==> src/thmo_pkg.sv <==
// package: constants for the two-hand and multi-operator safety block
package thmo_pkg;
    // ----------------------------------------------------------------
    // register map (byte addresses)
    // ----------------------------------------------------------------
    localparam logic [7:0] ADDR_CTRL = 8'h00;
    localparam logic [7:0] ADDR_DISC = 8'h04;
    localparam logic [7:0] ADDR_STAT = 8'h08;
    localparam logic [7:0] ADDR_IRQ = 8'h0C;
    localparam logic [7:0] ADDR_MASK = 8'h10;
    // ctrl field positions
    localparam int CTRL_RUN = 0;
    localparam int CTRL_EQ_NOUT = 1;
    localparam int CTRL_EQ_FLT = 2;
    localparam int CTRL_CP_NOUT0 = 3;
    localparam int CTRL_CP_FLT = 5;
    localparam int CTRL_OPS3 = 6;
    localparam int CTRL_NREL0 = 7;
    localparam int CTRL_CYC_FALL = 9;
    localparam logic [31:0] CTRL_RESET = 32'h0000_0000;
    // discrepancy times in 10 ms steps, pair 1 bits 5:0, pair 2 bits 13:8
    localparam logic [31:0] DISC_RESET = 32'h0000_0000;
    localparam int DISC_MAX_STEPS = 50;
    // irq and mask bit positions; status holds the error flags two bits higher
    localparam int EV_EQ_DISC = 0;
    localparam int EV_CP_DISC1 = 1;
    localparam int EV_CP_DISC2 = 2;
    localparam int EV_CYC = 3;
    localparam int NEV = 4;
    // ----------------------------------------------------------------
    // timing
    // ----------------------------------------------------------------
    localparam int CLK_MHZ = 125;
    localparam int TICK_MS = 10;
    localparam int LIMIT_MS = 500;
    localparam int TICK_CYCLES = TICK_MS * 1000 * CLK_MHZ;
    localparam int LIMIT_TICKS = LIMIT_MS / TICK_MS;
endpackage : thmo_pkg

==> src/thmo_top.sv <==
// module: two-hand evaluators and multi-operator combiner with apb registers
// Functional notes
// - equivalent pair must agree, enable when high
// - equivalent discrepancy limit fixed at 500 ms
// - equivalent outputs: enable, optional error, fault
// - complementary two pairs, open and closed contacts
// - per pair discrepancy 0 off, 10-500 ms; the field takes up to 63 steps (630 ms), not clamped to 50
// - complementary outputs one, two or three
// - both pairs actuated within 500 ms window
// - sync inactive only when both pairs inactive
// - window overrun gives no error, enable low
// - combiner uses two or three operators
// - zero to two static releases must hold
// - each operator released once before enable
// - stop to run re-arms release requirement
// - cycle request edge drops enable, re-arms
// - enable falls when release or operator low
module thmo_top #(
    parameter int TICK_CYC = thmo_pkg::TICK_CYCLES
) (
    input wire logic clk_sys,
    input wire logic srst,
    input wire logic psel,
    input wire logic penable,
    input wire logic pwrite,
    input wire logic [7:0] paddr,
    input wire logic [31:0] pwdata,
    output logic [31:0] prdata,
    output logic pready,
    output logic pslverr,
    input wire logic eq_in_a,
    input wire logic eq_in_b,
    input wire logic cp_in_1a,
    input wire logic cp_in_1b,
    input wire logic cp_in_2a,
    input wire logic cp_in_2b,
    input wire logic [2:0] op_in,
    input wire logic [1:0] rel_in,
    input wire logic cyc_req,
    output logic eq_enable,
    output logic eq_disc_err,
    output logic eq_fault,
    output logic cp_enable,
    output logic cp_disc_err1,
    output logic cp_disc_err2,
    output logic cp_fault,
    output logic mo_enable,
    output logic irq
);
    // ----------------------------------------------------------------
    // registers and apb slave
    // ----------------------------------------------------------------
    logic [31:0] ctrl_reg;
    logic [31:0] disc_reg;
    logic [thmo_pkg::NEV-1:0] irq_reg;
    logic [thmo_pkg::NEV-1:0] mask_reg;
    logic [thmo_pkg::NEV-1:0] ev_set;
    logic acc;
    logic irq_rd;

    assign acc = psel && penable && pready;
    assign irq_rd = acc && !pwrite && paddr == thmo_pkg::ADDR_IRQ;

    // one wait state: pready rises in the second access cycle, drops after
    always_ff @(posedge clk_sys)
    begin
        if (srst)
            pready <= 1'b0;
        else
            pready <= psel && penable && !pready;
    end

    // writes land only at the completing edge
    always_ff @(posedge clk_sys)
    begin
        if (srst)
        begin
            ctrl_reg <= thmo_pkg::CTRL_RESET;
            disc_reg <= thmo_pkg::DISC_RESET;
            mask_reg <= '0;
        end
        else if (acc && pwrite)
        begin
            unique case (paddr)
                thmo_pkg::ADDR_CTRL: ctrl_reg <= pwdata & 32'h0000_03FF;
                thmo_pkg::ADDR_DISC: disc_reg <= pwdata & 32'h0000_3F3F;
                thmo_pkg::ADDR_MASK: mask_reg <= pwdata[thmo_pkg::NEV-1:0];
                default: ;
            endcase
        end
    end

    // read data and error for unmapped addresses
    always_ff @(posedge clk_sys)
    begin
        if (srst)
        begin
            prdata <= '0;
            pslverr <= 1'b0;
        end
        else if (psel && penable && !pready)
        begin
            pslverr <= 1'b0;
            unique case (paddr)
                thmo_pkg::ADDR_CTRL: prdata <= ctrl_reg;
                thmo_pkg::ADDR_DISC: prdata <= disc_reg;
                thmo_pkg::ADDR_STAT: prdata <= {24'h0000_00, mo_enable, cp_enable,
                    eq_enable, cp_disc_err2, cp_disc_err1, eq_disc_err, 2'b00};
                // an event in the sampling cycle is reported before the clear
                thmo_pkg::ADDR_IRQ: prdata <= {28'h000_0000, irq_reg | ev_set};
                thmo_pkg::ADDR_MASK: prdata <= {28'h000_0000, mask_reg};
                default:
                begin
                    prdata <= '0;
                    pslverr <= 1'b1;
                end
            endcase
        end
    end

    // sticky events; a new event in the clearing read cycle survives
    always_ff @(posedge clk_sys)
    begin
        if (srst)
            irq_reg <= '0;
        else
            irq_reg <= (irq_rd ? '0 : irq_reg) | ev_set;
    end

    always_ff @(posedge clk_sys)
    begin
        if (srst)
            irq <= 1'b0;
        else
            irq <= |(((irq_rd ? '0 : irq_reg) | ev_set) & mask_reg);
    end

    // ----------------------------------------------------------------
    // logic execution tick, 10 ms
    // ----------------------------------------------------------------
    logic [31:0] tick_cnt;
    logic tick;
    always_ff @(posedge clk_sys)
    begin
        if (srst)
            tick_cnt <= '0;
        else if (tick_cnt == 32'(TICK_CYC - 1))
            tick_cnt <= '0;
        else
            tick_cnt <= tick_cnt + 32'h0000_0001;
    end
    assign tick = tick_cnt == 32'(TICK_CYC - 1);

    // inputs sampled once per logic cycle
    logic eq_a_s, eq_b_s, c1a_s, c1b_s, c2a_s, c2b_s, cyc_s, cyc_prev;
    logic [2:0] op_s;
    logic [1:0] rel_s;
    always_ff @(posedge clk_sys)
    begin
        if (srst)
        begin
            {eq_a_s, eq_b_s, c1a_s, c1b_s, c2a_s, c2b_s, cyc_s} <= 7'h00;
            op_s <= '0;
            rel_s <= '0;
        end
        else if (tick)
        begin
            {eq_a_s, eq_b_s} <= {eq_in_a, eq_in_b};
            {c1a_s, c1b_s, c2a_s, c2b_s} <= {cp_in_1a, cp_in_1b, cp_in_2a, cp_in_2b};
            op_s <= op_in;
            rel_s <= rel_in;
            cyc_s <= cyc_req;
        end
    end

    // delayed tick: evaluation happens the cycle after sampling
    logic tick_d;
    always_ff @(posedge clk_sys)
    begin
        if (srst)
            tick_d <= 1'b0;
        else
            tick_d <= tick;
    end

    // ----------------------------------------------------------------
    // equivalent-variant evaluator
    // ----------------------------------------------------------------
    logic [5:0] eq_tmr;
    logic eq_armed;
    logic eq_err_int;
    always_ff @(posedge clk_sys)
    begin
        if (srst)
        begin
            eq_tmr <= '0;
            eq_armed <= 1'b0;
            eq_err_int <= 1'b0;
            eq_enable <= 1'b0;
        end
        else if (tick_d)
        begin
            if (!eq_a_s && !eq_b_s)
            begin
                // both off: ready for a new actuation
                eq_armed <= 1'b1;
                eq_tmr <= '0;
                eq_enable <= 1'b0;
            end
            else if (eq_a_s && eq_b_s)
            begin
                // both on: enable only after a clean sequence
                if (eq_armed && !eq_err_int)
                begin
                    eq_enable <= 1'b1;
                    eq_err_int <= 1'b0;
                end
                eq_armed <= 1'b0;
            end
            else
            begin
                // discrepant: fixed limit, enable drops at once
                eq_enable <= 1'b0;
                if (eq_tmr < 6'(thmo_pkg::LIMIT_TICKS))
                    eq_tmr <= eq_tmr + 6'h01;
                else if (eq_armed)
                    eq_err_int <= 1'b1;
            end
            if (!eq_a_s && !eq_b_s && eq_err_int)
                eq_err_int <= 1'b0;
        end
    end

    // optional error and fault outputs
    always_ff @(posedge clk_sys)
    begin
        if (srst)
        begin
            eq_disc_err <= 1'b0;
            eq_fault <= 1'b0;
        end
        else
        begin
            eq_disc_err <= eq_err_int && ctrl_reg[thmo_pkg::CTRL_EQ_NOUT];
            eq_fault <= eq_err_int && ctrl_reg[thmo_pkg::CTRL_EQ_FLT];
        end
    end

    // ----------------------------------------------------------------
    // complementary-variant evaluator
    // ----------------------------------------------------------------
    logic p1_on, p1_off, p2_on, p2_off;
    assign p1_on = c1a_s && !c1b_s;
    assign p1_off = !c1a_s && c1b_s;
    assign p2_on = c2a_s && !c2b_s;
    assign p2_off = !c2a_s && c2b_s;

    logic [5:0] d1_tmr, d2_tmr, sync_tmr;
    logic cp_armed, sync_lost, cp_e1, cp_e2;
    logic [5:0] d1_lim, d2_lim;
    assign d1_lim = disc_reg[5:0];
    assign d2_lim = disc_reg[13:8];

    logic d1_hit, d2_hit, cp_hit, cp_clear;
    assign d1_hit = d1_lim != 6'h00 && !(p1_on || p1_off) && d1_tmr + 6'h01 >= d1_lim;
    assign d2_hit = d2_lim != 6'h00 && !(p2_on || p2_off) && d2_tmr + 6'h01 >= d2_lim;
    // errors of earlier actuations fall with the next clean enable, so they cannot lock it out
    assign cp_clear = !cp_enable && p1_on && p2_on && cp_armed && !sync_lost && !cp_hit;

    // per pair discrepancy timers, 0 disables
    always_ff @(posedge clk_sys)
    begin
        if (srst)
        begin
            d1_tmr <= '0;
            d2_tmr <= '0;
            cp_e1 <= 1'b0;
            cp_e2 <= 1'b0;
            cp_hit <= 1'b0;
        end
        else if (tick_d)
        begin
            d1_tmr <= (p1_on || p1_off) ? 6'h00 : d1_tmr + 6'h01;
            d2_tmr <= (p2_on || p2_off) ? 6'h00 : d2_tmr + 6'h01;
            // a limit lapsed in this actuation blocks it until both pairs let go
            if (p1_off && p2_off)
                cp_hit <= 1'b0;
            else if (d1_hit || d2_hit)
                cp_hit <= 1'b1;
            if (d1_hit)
                cp_e1 <= 1'b1;
            else if (cp_clear)
                cp_e1 <= 1'b0;
            if (d2_hit)
                cp_e2 <= 1'b1;
            else if (cp_clear)
                cp_e2 <= 1'b0;
        end
    end

    // synchronization window; exceeding it only blocks this actuation
    always_ff @(posedge clk_sys)
    begin
        if (srst)
        begin
            sync_tmr <= '0;
            cp_armed <= 1'b0;
            sync_lost <= 1'b0;
            cp_enable <= 1'b0;
        end
        else if (tick_d)
        begin
            if (p1_off && p2_off)
            begin
                // sync inactive only with both pairs released
                cp_armed <= 1'b1;
                sync_lost <= 1'b0;
                sync_tmr <= '0;
                cp_enable <= 1'b0;
            end
            else if (p1_on && p2_on && !cp_enable)
            begin
                if (cp_armed && !sync_lost && !cp_hit)
                    cp_enable <= 1'b1;
                cp_armed <= 1'b0;
            end
            else if (!(p1_on && p2_on))
            begin
                cp_enable <= 1'b0;
                if (sync_tmr < 6'(thmo_pkg::LIMIT_TICKS))
                    sync_tmr <= sync_tmr + 6'h01;
                else
                    sync_lost <= 1'b1;
            end
        end
    end

    // output selection: enable, + pair 1 error, + pair 2 error
    always_ff @(posedge clk_sys)
    begin
        if (srst)
        begin
            cp_disc_err1 <= 1'b0;
            cp_disc_err2 <= 1'b0;
            cp_fault <= 1'b0;
        end
        else
        begin
            cp_disc_err1 <= cp_e1 && ctrl_reg[thmo_pkg::CTRL_CP_NOUT0 +: 2] != 2'b00;
            cp_disc_err2 <= cp_e2 && ctrl_reg[thmo_pkg::CTRL_CP_NOUT0 +: 2] >= 2'b10;
            cp_fault <= (cp_e1 || cp_e2) && ctrl_reg[thmo_pkg::CTRL_CP_FLT];
        end
    end

    // ----------------------------------------------------------------
    // multi-operator combiner
    // ----------------------------------------------------------------
    logic [2:0] op_mask;
    logic [1:0] rel_mask;
    logic [2:0] released;
    logic run_prev, rearm, cyc_edge, ops_hi, rels_hi;
    assign op_mask = ctrl_reg[thmo_pkg::CTRL_OPS3] ? 3'b111 : 3'b011;
    assign rel_mask = ctrl_reg[thmo_pkg::CTRL_NREL0 +: 2] == 2'b00 ? 2'b00 :
        ctrl_reg[thmo_pkg::CTRL_NREL0 +: 2] == 2'b01 ? 2'b01 : 2'b11;
    assign ops_hi = (op_s & op_mask) == op_mask;
    assign rels_hi = (rel_s & rel_mask) == rel_mask;
    assign cyc_edge = tick_d && (ctrl_reg[thmo_pkg::CTRL_CYC_FALL] ?
        (cyc_prev && !cyc_s) : (!cyc_prev && cyc_s));
    assign rearm = ctrl_reg[thmo_pkg::CTRL_RUN] && !run_prev;

    always_ff @(posedge clk_sys)
    begin
        if (srst)
        begin
            run_prev <= 1'b0;
            cyc_prev <= 1'b0;
        end
        else
        begin
            run_prev <= ctrl_reg[thmo_pkg::CTRL_RUN];
            if (tick_d)
                cyc_prev <= cyc_s;
        end
    end

    // release-before-start memory, cleared on re-arm
    always_ff @(posedge clk_sys)
    begin
        if (srst || rearm || cyc_edge)
            released <= 3'b000;
        else if (tick_d)
            released <= released | ~op_s;
    end

    always_ff @(posedge clk_sys)
    begin
        if (srst || rearm || cyc_edge || !ctrl_reg[thmo_pkg::CTRL_RUN])
            mo_enable <= 1'b0;
        else if (tick_d)
        begin
            if (!ops_hi || !rels_hi)
                mo_enable <= 1'b0;
            else if ((released & op_mask) == op_mask)
                mo_enable <= 1'b1;
        end
    end

    // error events are the rising edges of the error flags, so a clearing read is not undone
    logic [2:0] err_prev;
    always_ff @(posedge clk_sys)
    begin
        if (srst)
            err_prev <= 3'b000;
        else
            err_prev <= {cp_e2, cp_e1, eq_err_int};
    end
    assign ev_set = {cyc_edge, {cp_e2, cp_e1, eq_err_int} & ~err_prev};

    // ----------------------------------------------------------------
    // checks
    // ----------------------------------------------------------------
    a_mo_drop: assert property (@(posedge clk_sys) disable iff (srst)
        tick_d && ctrl_reg[thmo_pkg::CTRL_RUN] && !ops_hi |=> !mo_enable)
        else $error("combiner enable stayed high with operator low");
    a_mo_rel: assert property (@(posedge clk_sys) disable iff (srst)
        tick_d && !rels_hi |=> !mo_enable)
        else $error("combiner enable high with release low");
    a_cyc_drop: assert property (@(posedge clk_sys) disable iff (srst)
        cyc_edge |=> !mo_enable && released == 3'b000)
        else $error("cycle edge did not drop enable");
    a_rearm_run: assert property (@(posedge clk_sys) disable iff (srst)
        rearm |=> released == 3'b000)
        else $error("stop to run did not re-arm");
    a_mo_rise: assert property (@(posedge clk_sys) disable iff (srst)
        $rose(mo_enable) |-> $past(released & op_mask) == op_mask)
        else $error("enable rose without release of all operators");
    a_eq_level: assert property (@(posedge clk_sys) disable iff (srst)
        eq_enable |-> $past(eq_a_s && eq_b_s))
        else $error("equivalent enable high with pair not high");
    a_eq_err_hide: assert property (@(posedge clk_sys) disable iff (srst)
        !ctrl_reg[thmo_pkg::CTRL_EQ_NOUT] ##1 !ctrl_reg[thmo_pkg::CTRL_EQ_NOUT]
        |-> !eq_disc_err)
        else $error("error output shown while disabled");
    a_cp_err2: assert property (@(posedge clk_sys) disable iff (srst)
        cp_disc_err2 |-> $past(ctrl_reg[thmo_pkg::CTRL_CP_NOUT0 +: 2]) >= 2'b10)
        else $error("pair 2 error shown with fewer outputs");
    a_cp_sync: assert property (@(posedge clk_sys) disable iff (srst)
        $rose(cp_enable) |-> $past(!sync_lost && cp_armed))
        else $error("complementary enable rose after window lapse");
    a_cp_opp: assert property (@(posedge clk_sys) disable iff (srst)
        $rose(cp_enable) |-> $past(p1_on && p2_on))
        else $error("complementary enable without opposite levels");
endmodule : thmo_top
==> config.mk <==
export PLATFORM = sky130hd
export DESIGN_NAME = thmo_top
export DESIGN_NICKNAME = d
export VERILOG_FILES = /design/src/thmo_pkg.sv /design/src/thmo_top.sv
export SDC_FILE = /design/constraint.sdc
export NUM_CORES = 1
export LEC_CHECK = 0
export BUFFER_PORTS_ARGS = -buffer_cell sky130_fd_sc_hd__buf_2
export CAP_MARGIN = 25
export CELL_PAD_IN_SITES_DETAIL_PLACEMENT = 1
export CELL_PAD_IN_SITES_GLOBAL_PLACEMENT = 2
export CORE_UTILIZATION = 24
export DETAILED_ROUTE_END_ITERATION = 10
export GPL_TIMING_DRIVEN = 0
export PLACE_DENSITY_LB_ADDON = 0.15
export SYNTH_ARGS = -nofsm -noshare
export SYNTH_HDL_FRONTEND = slang
export SYNTH_SLANG_ARGS = --single-unit
==> constraint.sdc <==
create_clock -name clk_sys -period 3.59 [get_ports clk_sys]
set_input_delay 0.1795 -clock clk_sys [delete_from_list [all_inputs] [get_ports clk_sys]]
set_output_delay 0.1795 -clock clk_sys [all_outputs]
set_load 0.02 [all_outputs]
==> Word-level counts from Yosys, hierarchy flattened <==
Cells that the tools add are included.
{ "totals": {"regBits": 157, "output_inout_bits": 43, "elab_cells": 222, "in_bits": 57} }
{ "op_classes": {"muxes": 44, "n_eq_ne": 19, "bitwise_logic": 10, "add_sub_neg": 5, "reduce_logical": 97, "n_lt_le_gt_ge": 5} }
{ "op_table": {"columns": ["operator", "n"], "rows": [
  ["case mux 14 bit (5 select lines)", 1],
  ["two-way mux 6 bit", 9],
  ["logical AND 1 bit", 37],
  ["adder 32 x 1 -> 32 bit, second input constant", 1],
  ["== test 32 x 21 -> 1 bit, second input constant", 1],
  ["two-way mux 1 bit", 30],
  ["adder 6 x 1 -> 6 bit, second input constant", 4],
  ["zero test 1 bit", 20],
  ["AND reduction 2 bit", 10],
  ["nonzero test 2 bit", 9],
  ["== test 8 x 4 -> 1 bit, second input constant", 2],
  [">= comparator 6 bit", 2],
  ["less-than comparator 6 bit, second input constant", 2],
  ["!= test 3 x 2 -> 1 bit, second input constant", 4],
  ["nonzero test 6 bit", 2],
  ["bitwise AND 3 bit", 3],
  ["== test 8 x 3 -> 1 bit, second input constant", 1],
  ["== test 8 x 5 -> 1 bit, second input constant", 1],
  ["zero test 8 bit", 1],
  ["logical OR 1 bit", 8],
  ["!= test 2 bit, second input constant", 4],
  ["bitwise OR 4 bit", 2],
  ["AND reduction 4 bit", 2],
  ["== test 3 bit", 2],
  ["19 further kinds", 22]
]} }

==> Logic depth before layout (Yosys ltp) <==
{ "depth": {"word_depth": 9, "mapped_depth": 8, "ltp_nobuf": 8} }

==> Least setup slack after synthesis <==
OpenSTA, ideal clock, no wires.
{ "synth_path": {"kind": "register -> register", "start": "register tick_cnt[0]", "end": "register op_s[0]", "required_time_ns": 3.462, "n_path_buf": 2, "setup_time_ns": 0.128, "setup_slack_ns": 1.671, "path_stages_with_launch": 9, "arrival_time_ns": 1.792, "synth_period_minus_slack_ns": 1.919, "path_cell_list": "dfxtp_1 ha_1 and3_1 buf_2 nand3_1 nor4_2 buf_4 mux2i_1 nor2_1"} }
{ "synth_between": {"elab_chain_cells": 1} }
{ "synth_rtl": {"columns": ["element", "line", "source"], "rows": [
  ["start, declared", "thmo_top.sv:141", "logic [31:0] tick_cnt;"],
  ["start signal, assigned", "thmo_top.sv:150", "tick_cnt <= tick_cnt + 32'h0000_0001;"],
  ["== test 32 x 21 -> 1 bit", "thmo_top.sv:152", "assign tick = tick_cnt == 32'(TICK_CYC - 1);"],
  ["end signal, assigned", "thmo_top.sv:170", "op_s <= op_in;"],
  ["end, declared", "thmo_top.sv:156", "logic [2:0] op_s;"]
]} }
No other way between the ends.
A chain may end at the register's enable or synchronous reset.

==> Worst setup path after layout <==
{ "layout_path": {"start": "register tick_cnt[0]", "end": "register op_s[1]"} }
The elaborated chain is that of the path after synthesis.

==> results.md <==
- Yosys warnings: 0
- Clock Skew: 9.78 ps
- Total power draw: 3670 uW
- Clock slew at reported path FFs: 60 ps
- Number of flip-flops under the largest register name: 32
- Number of buffers created by CTS: 17
- Net Sw Frac: 0.212
- Req. time, crit path: 3870 ps
- Fmax achieved: 414 MHz
- Setup repair after global routing missed its margin: no
- Capturing element type of the critical path: flop
- Critical Path Max Stage Delay: 620 ps
- GRT Total Usage: 0.151
- Worst min-delay path category: in -> reg
- Die area: 27700 um2
- Share of the clock period used by the worst path: 0.672
- Part of the power in the clock network: 0.538
- Vias in the first global route: 6059
- Buffers inserted during post-CTS setup optimization: 0
- Total wire length after detailed routing: 19900 um
- Max-Cap Viols: 0
- Fill cell instance count of the final layout: 3095
- Maximum number of pins on one net before global-route repair: 17
- Layout Area Growth over Synthesis: 24.3%
- Status: finished, violations left
- Via count: 5524
- Fraction of layout cells with a size suffix above 1: 0.146
- VDD IR max: 0.298 mV
- Power density relative to cell area: 455 nW/um2
- Final number of setup-violating endpoints: 0
- HPWL after detailed placement: 15500 um
- Total standard cell area after synthesis: 6490 um2
- Initial antenna violation count: 0
- Post-DP Area: 7280 um2
- Final weighted congestion of routability-driven global placement: 0.777
- Clock Sink Count: 139
- Number of vias per cell: 4.60
- Count of port buffers added during placement: 62
- Register share of total power: 0.423
- Wire length per cell: 16.6 um
- Wire length of the first global-routing pass: 32700 um
- Post-route DRC: 3
- Relative contribution of combinational cells to total power: 0.040
- Maximum count of clock buffers along a single path: 2
- Sequential share of the synthesized area: 0.429
- Detailed-routing iteration count for the pre-antenna-repair pass: 7
- Buffer cell driving the clock tree root: sky130_fd_sc_hd__clkbuf_16
- Element type at the critical path start: flop
- Number of failing hold endpoints at the final stage: 0
- Final core area utilization: 0.307
- Count of distinct cell types in the synthesized netlist: 59
- Main synth FF type: sky130_fd_sc_hd__dfxtp_1
- Cell-internal power: 2890 uW
- Clock tree from TritonCTS: built
- Largest fanout on the critical path: 10
- Horizontal die dimension: 166 um
- Total of cells resized after clock tree synthesis: 0
- Async set-or-reset flop fraction in the synthesized netlist: 0
- Die Y: 166 um
- Area of the placeable core: 26300 um2
- Syn_area_per_cell: 8.74 um2
- Number of enable-type register cells in the synthesized netlist: 0
- Slowest stage cell, crit path: sky130_fd_sc_hd__nor4_2
- Final Instance Area: 8060 um2
- Transition time at the pin with the least slew margin: 795 ps
- CTS H-Tree Depth: 4
- Final net count: 932
- Critical path class: reg -> reg
- Relative slew margins: 0.466
- Sw power: 780 uW
- Top-Level Pins: 100
- Leakage: 0.00333 uW
- Mapped Cells: 742
- Total congestion overflow: 0
- Antenna diode instance count: 0
- Final min period: 2410 ps
- Floorplan row count: 59
- Count of routing violations after the opening detailed-route iteration: 211
- Synth Register Bits: 139
- Final slew viol count: 0
- Initial cell density of the core: 0.247
- Total Negative Setup Slacks: 0 ps
- Arrival time reported for the critical path endpoint: 2690 ps
- CP cell instances: ha_1 -> and3_1 -> buf_2 -> nand3_1 -> nor4_2 -> buf_4 -> mux2i_1 -> nor2_1
- Antenna-violating nets left: 0
- Number of buffer and inverter stages on the critical path: 2
- Largest delay contributor family on the critical path: simple AND/OR/NAND/NOR gates
- Violations in the final reports: design-rule violations
- Hold bufs inserted after CTS: 12
- Clock insertion delay at the later pin of the skew report: 420 ps
worst paths after layout:
check,start,to,slack [ps],cells past startpoint
max,tick_cnt[0],op_s[1],1180,8
min,rel_in[0],rel_s[0],20,3
max reg2reg,tick_cnt[0],op_s[1],1180,8
min reg2reg,prdata[3],prdata[3],440,2
synthesized netlist by cell type (all sizes together) (6+ instances only):
cell type	n	area share
xor2	24	0.032
nor2b	12	0.012
a21oi	29	0.022
nor4	14	0.015
a22oi	10	0.012
mux2i	48	0.074
dfxtp	139	0.43
nand2	46	0.027
nor2	121	0.070
xnor2	19	0.026
nand2b	9	0.0087
nor3	11	0.0085
buf	27	0.028
ha	23	0.044
clkbuf	21	0.012
o21ai	19	0.015
and2	13	0.013
nand3	27	0.021
inv	31	0.018
a31oi	6	0.0058
nand4	16	0.015
and3	18	0.017
cells by family after synthesis:
family,synth area share
compound gates,0.0961
xor+xnor,0.0581
fa+ha+maj,0.0444
buf+inv,0.0579
flops,0.429
mux,0.0758
other cells,0.000578
simple gates,0.238
layout by cell type (no fill, tap or decap), types with 4 or more instances in the layout:
cell type / count
sky130_fd_sc_hd__dfxtp_1: 139
sky130_fd_sc_hd__nor2_1: 121
sky130_fd_sc_hd__buf_2: 68
sky130_fd_sc_hd__mux2i_1: 48
sky130_fd_sc_hd__nand2_1: 46
sky130_fd_sc_hd__inv_1: 31
sky130_fd_sc_hd__a21oi_1: 29
sky130_fd_sc_hd__nand3_1: 27
sky130_fd_sc_hd__xor2_1: 24
sky130_fd_sc_hd__clkbuf_1: 23
sky130_fd_sc_hd__ha_1: 23
sky130_fd_sc_hd__xnor2_1: 19
sky130_fd_sc_hd__buf_4: 19
sky130_fd_sc_hd__and3_1: 18
sky130_fd_sc_hd__conb_1: 18
sky130_fd_sc_hd__o21ai_0: 17
sky130_fd_sc_hd__clkbuf_16: 17
sky130_fd_sc_hd__nand4_1: 16
sky130_fd_sc_hd__nor4_1: 12
sky130_fd_sc_hd__nor2b_1: 12
sky130_fd_sc_hd__and2_1: 12
sky130_fd_sc_hd__dlygate4sd3_1: 12
sky130_fd_sc_hd__nor3_1: 11
sky130_fd_sc_hd__a22oi_1: 10
sky130_fd_sc_hd__nand2b_1: 9
sky130_fd_sc_hd__a31oi_1: 6
sky130_fd_sc_hd__nor3b_1: 5
sky130_fd_sc_hd__and4_1: 5
sky130_fd_sc_hd__bufinv_16: 5
sky130_fd_sc_hd__a211oi_1: 4
metal layers:
layer,up-vias,GRT usage,share of wire,wire length (um)
met1,2685,0.189,0.48,9450
met4,0,0.0390,0.0084,168
li1,2759,-,-,-
met5,-,0,0,0
met3,12,0.0303,0.028,550
met2,68,0.262,0.49,9720
power groups by stage:
stage                     combinational [uW]  sequential, uW  clock [uW]
after CTS                                149            1550        2040
after global placement                   136            1580           0
after detailed placement                 138            1590           0
final                                    145            1550        1970
after global routing                     161            1550        2100
after floorplan                         76.9            1590           0
final cells by class:
cell class	count	area, um2	area share
repair buffers	74	430	0.0534
inverters	31	116	0.0144
clock inverters	10	188	0.0233
clock buffers	22	474	0.0588
well taps	335	419	0.0520
multi-input cells	541	3390	0.421
plain buffers	48	259	0.0321
flip-flops and latches	139	2780	0.345
per-stage QoR:
step,instances,setup WS [ps],hold WS [ps]
after floorplan,759,1670,323
after global placement,1156,1280,415
after detailed placement,1156,1200,428
after CTS,1200,1180,4.38
after global routing,1200,1050,28.4
final,1200,1180,20.6
worst reg2reg max path, stage by stage, from the launching register on:
cell,delay (ps)
sky130_fd_sc_hd__dfxtp_1,380
sky130_fd_sc_hd__ha_1,210
sky130_fd_sc_hd__and3_1,160
sky130_fd_sc_hd__buf_2,180
sky130_fd_sc_hd__nand3_1,110
sky130_fd_sc_hd__nor4_2,620
sky130_fd_sc_hd__buf_4,360
sky130_fd_sc_hd__mux2i_1,220
sky130_fd_sc_hd__nor2_1,50
Power figures use the tool's default switching activity.
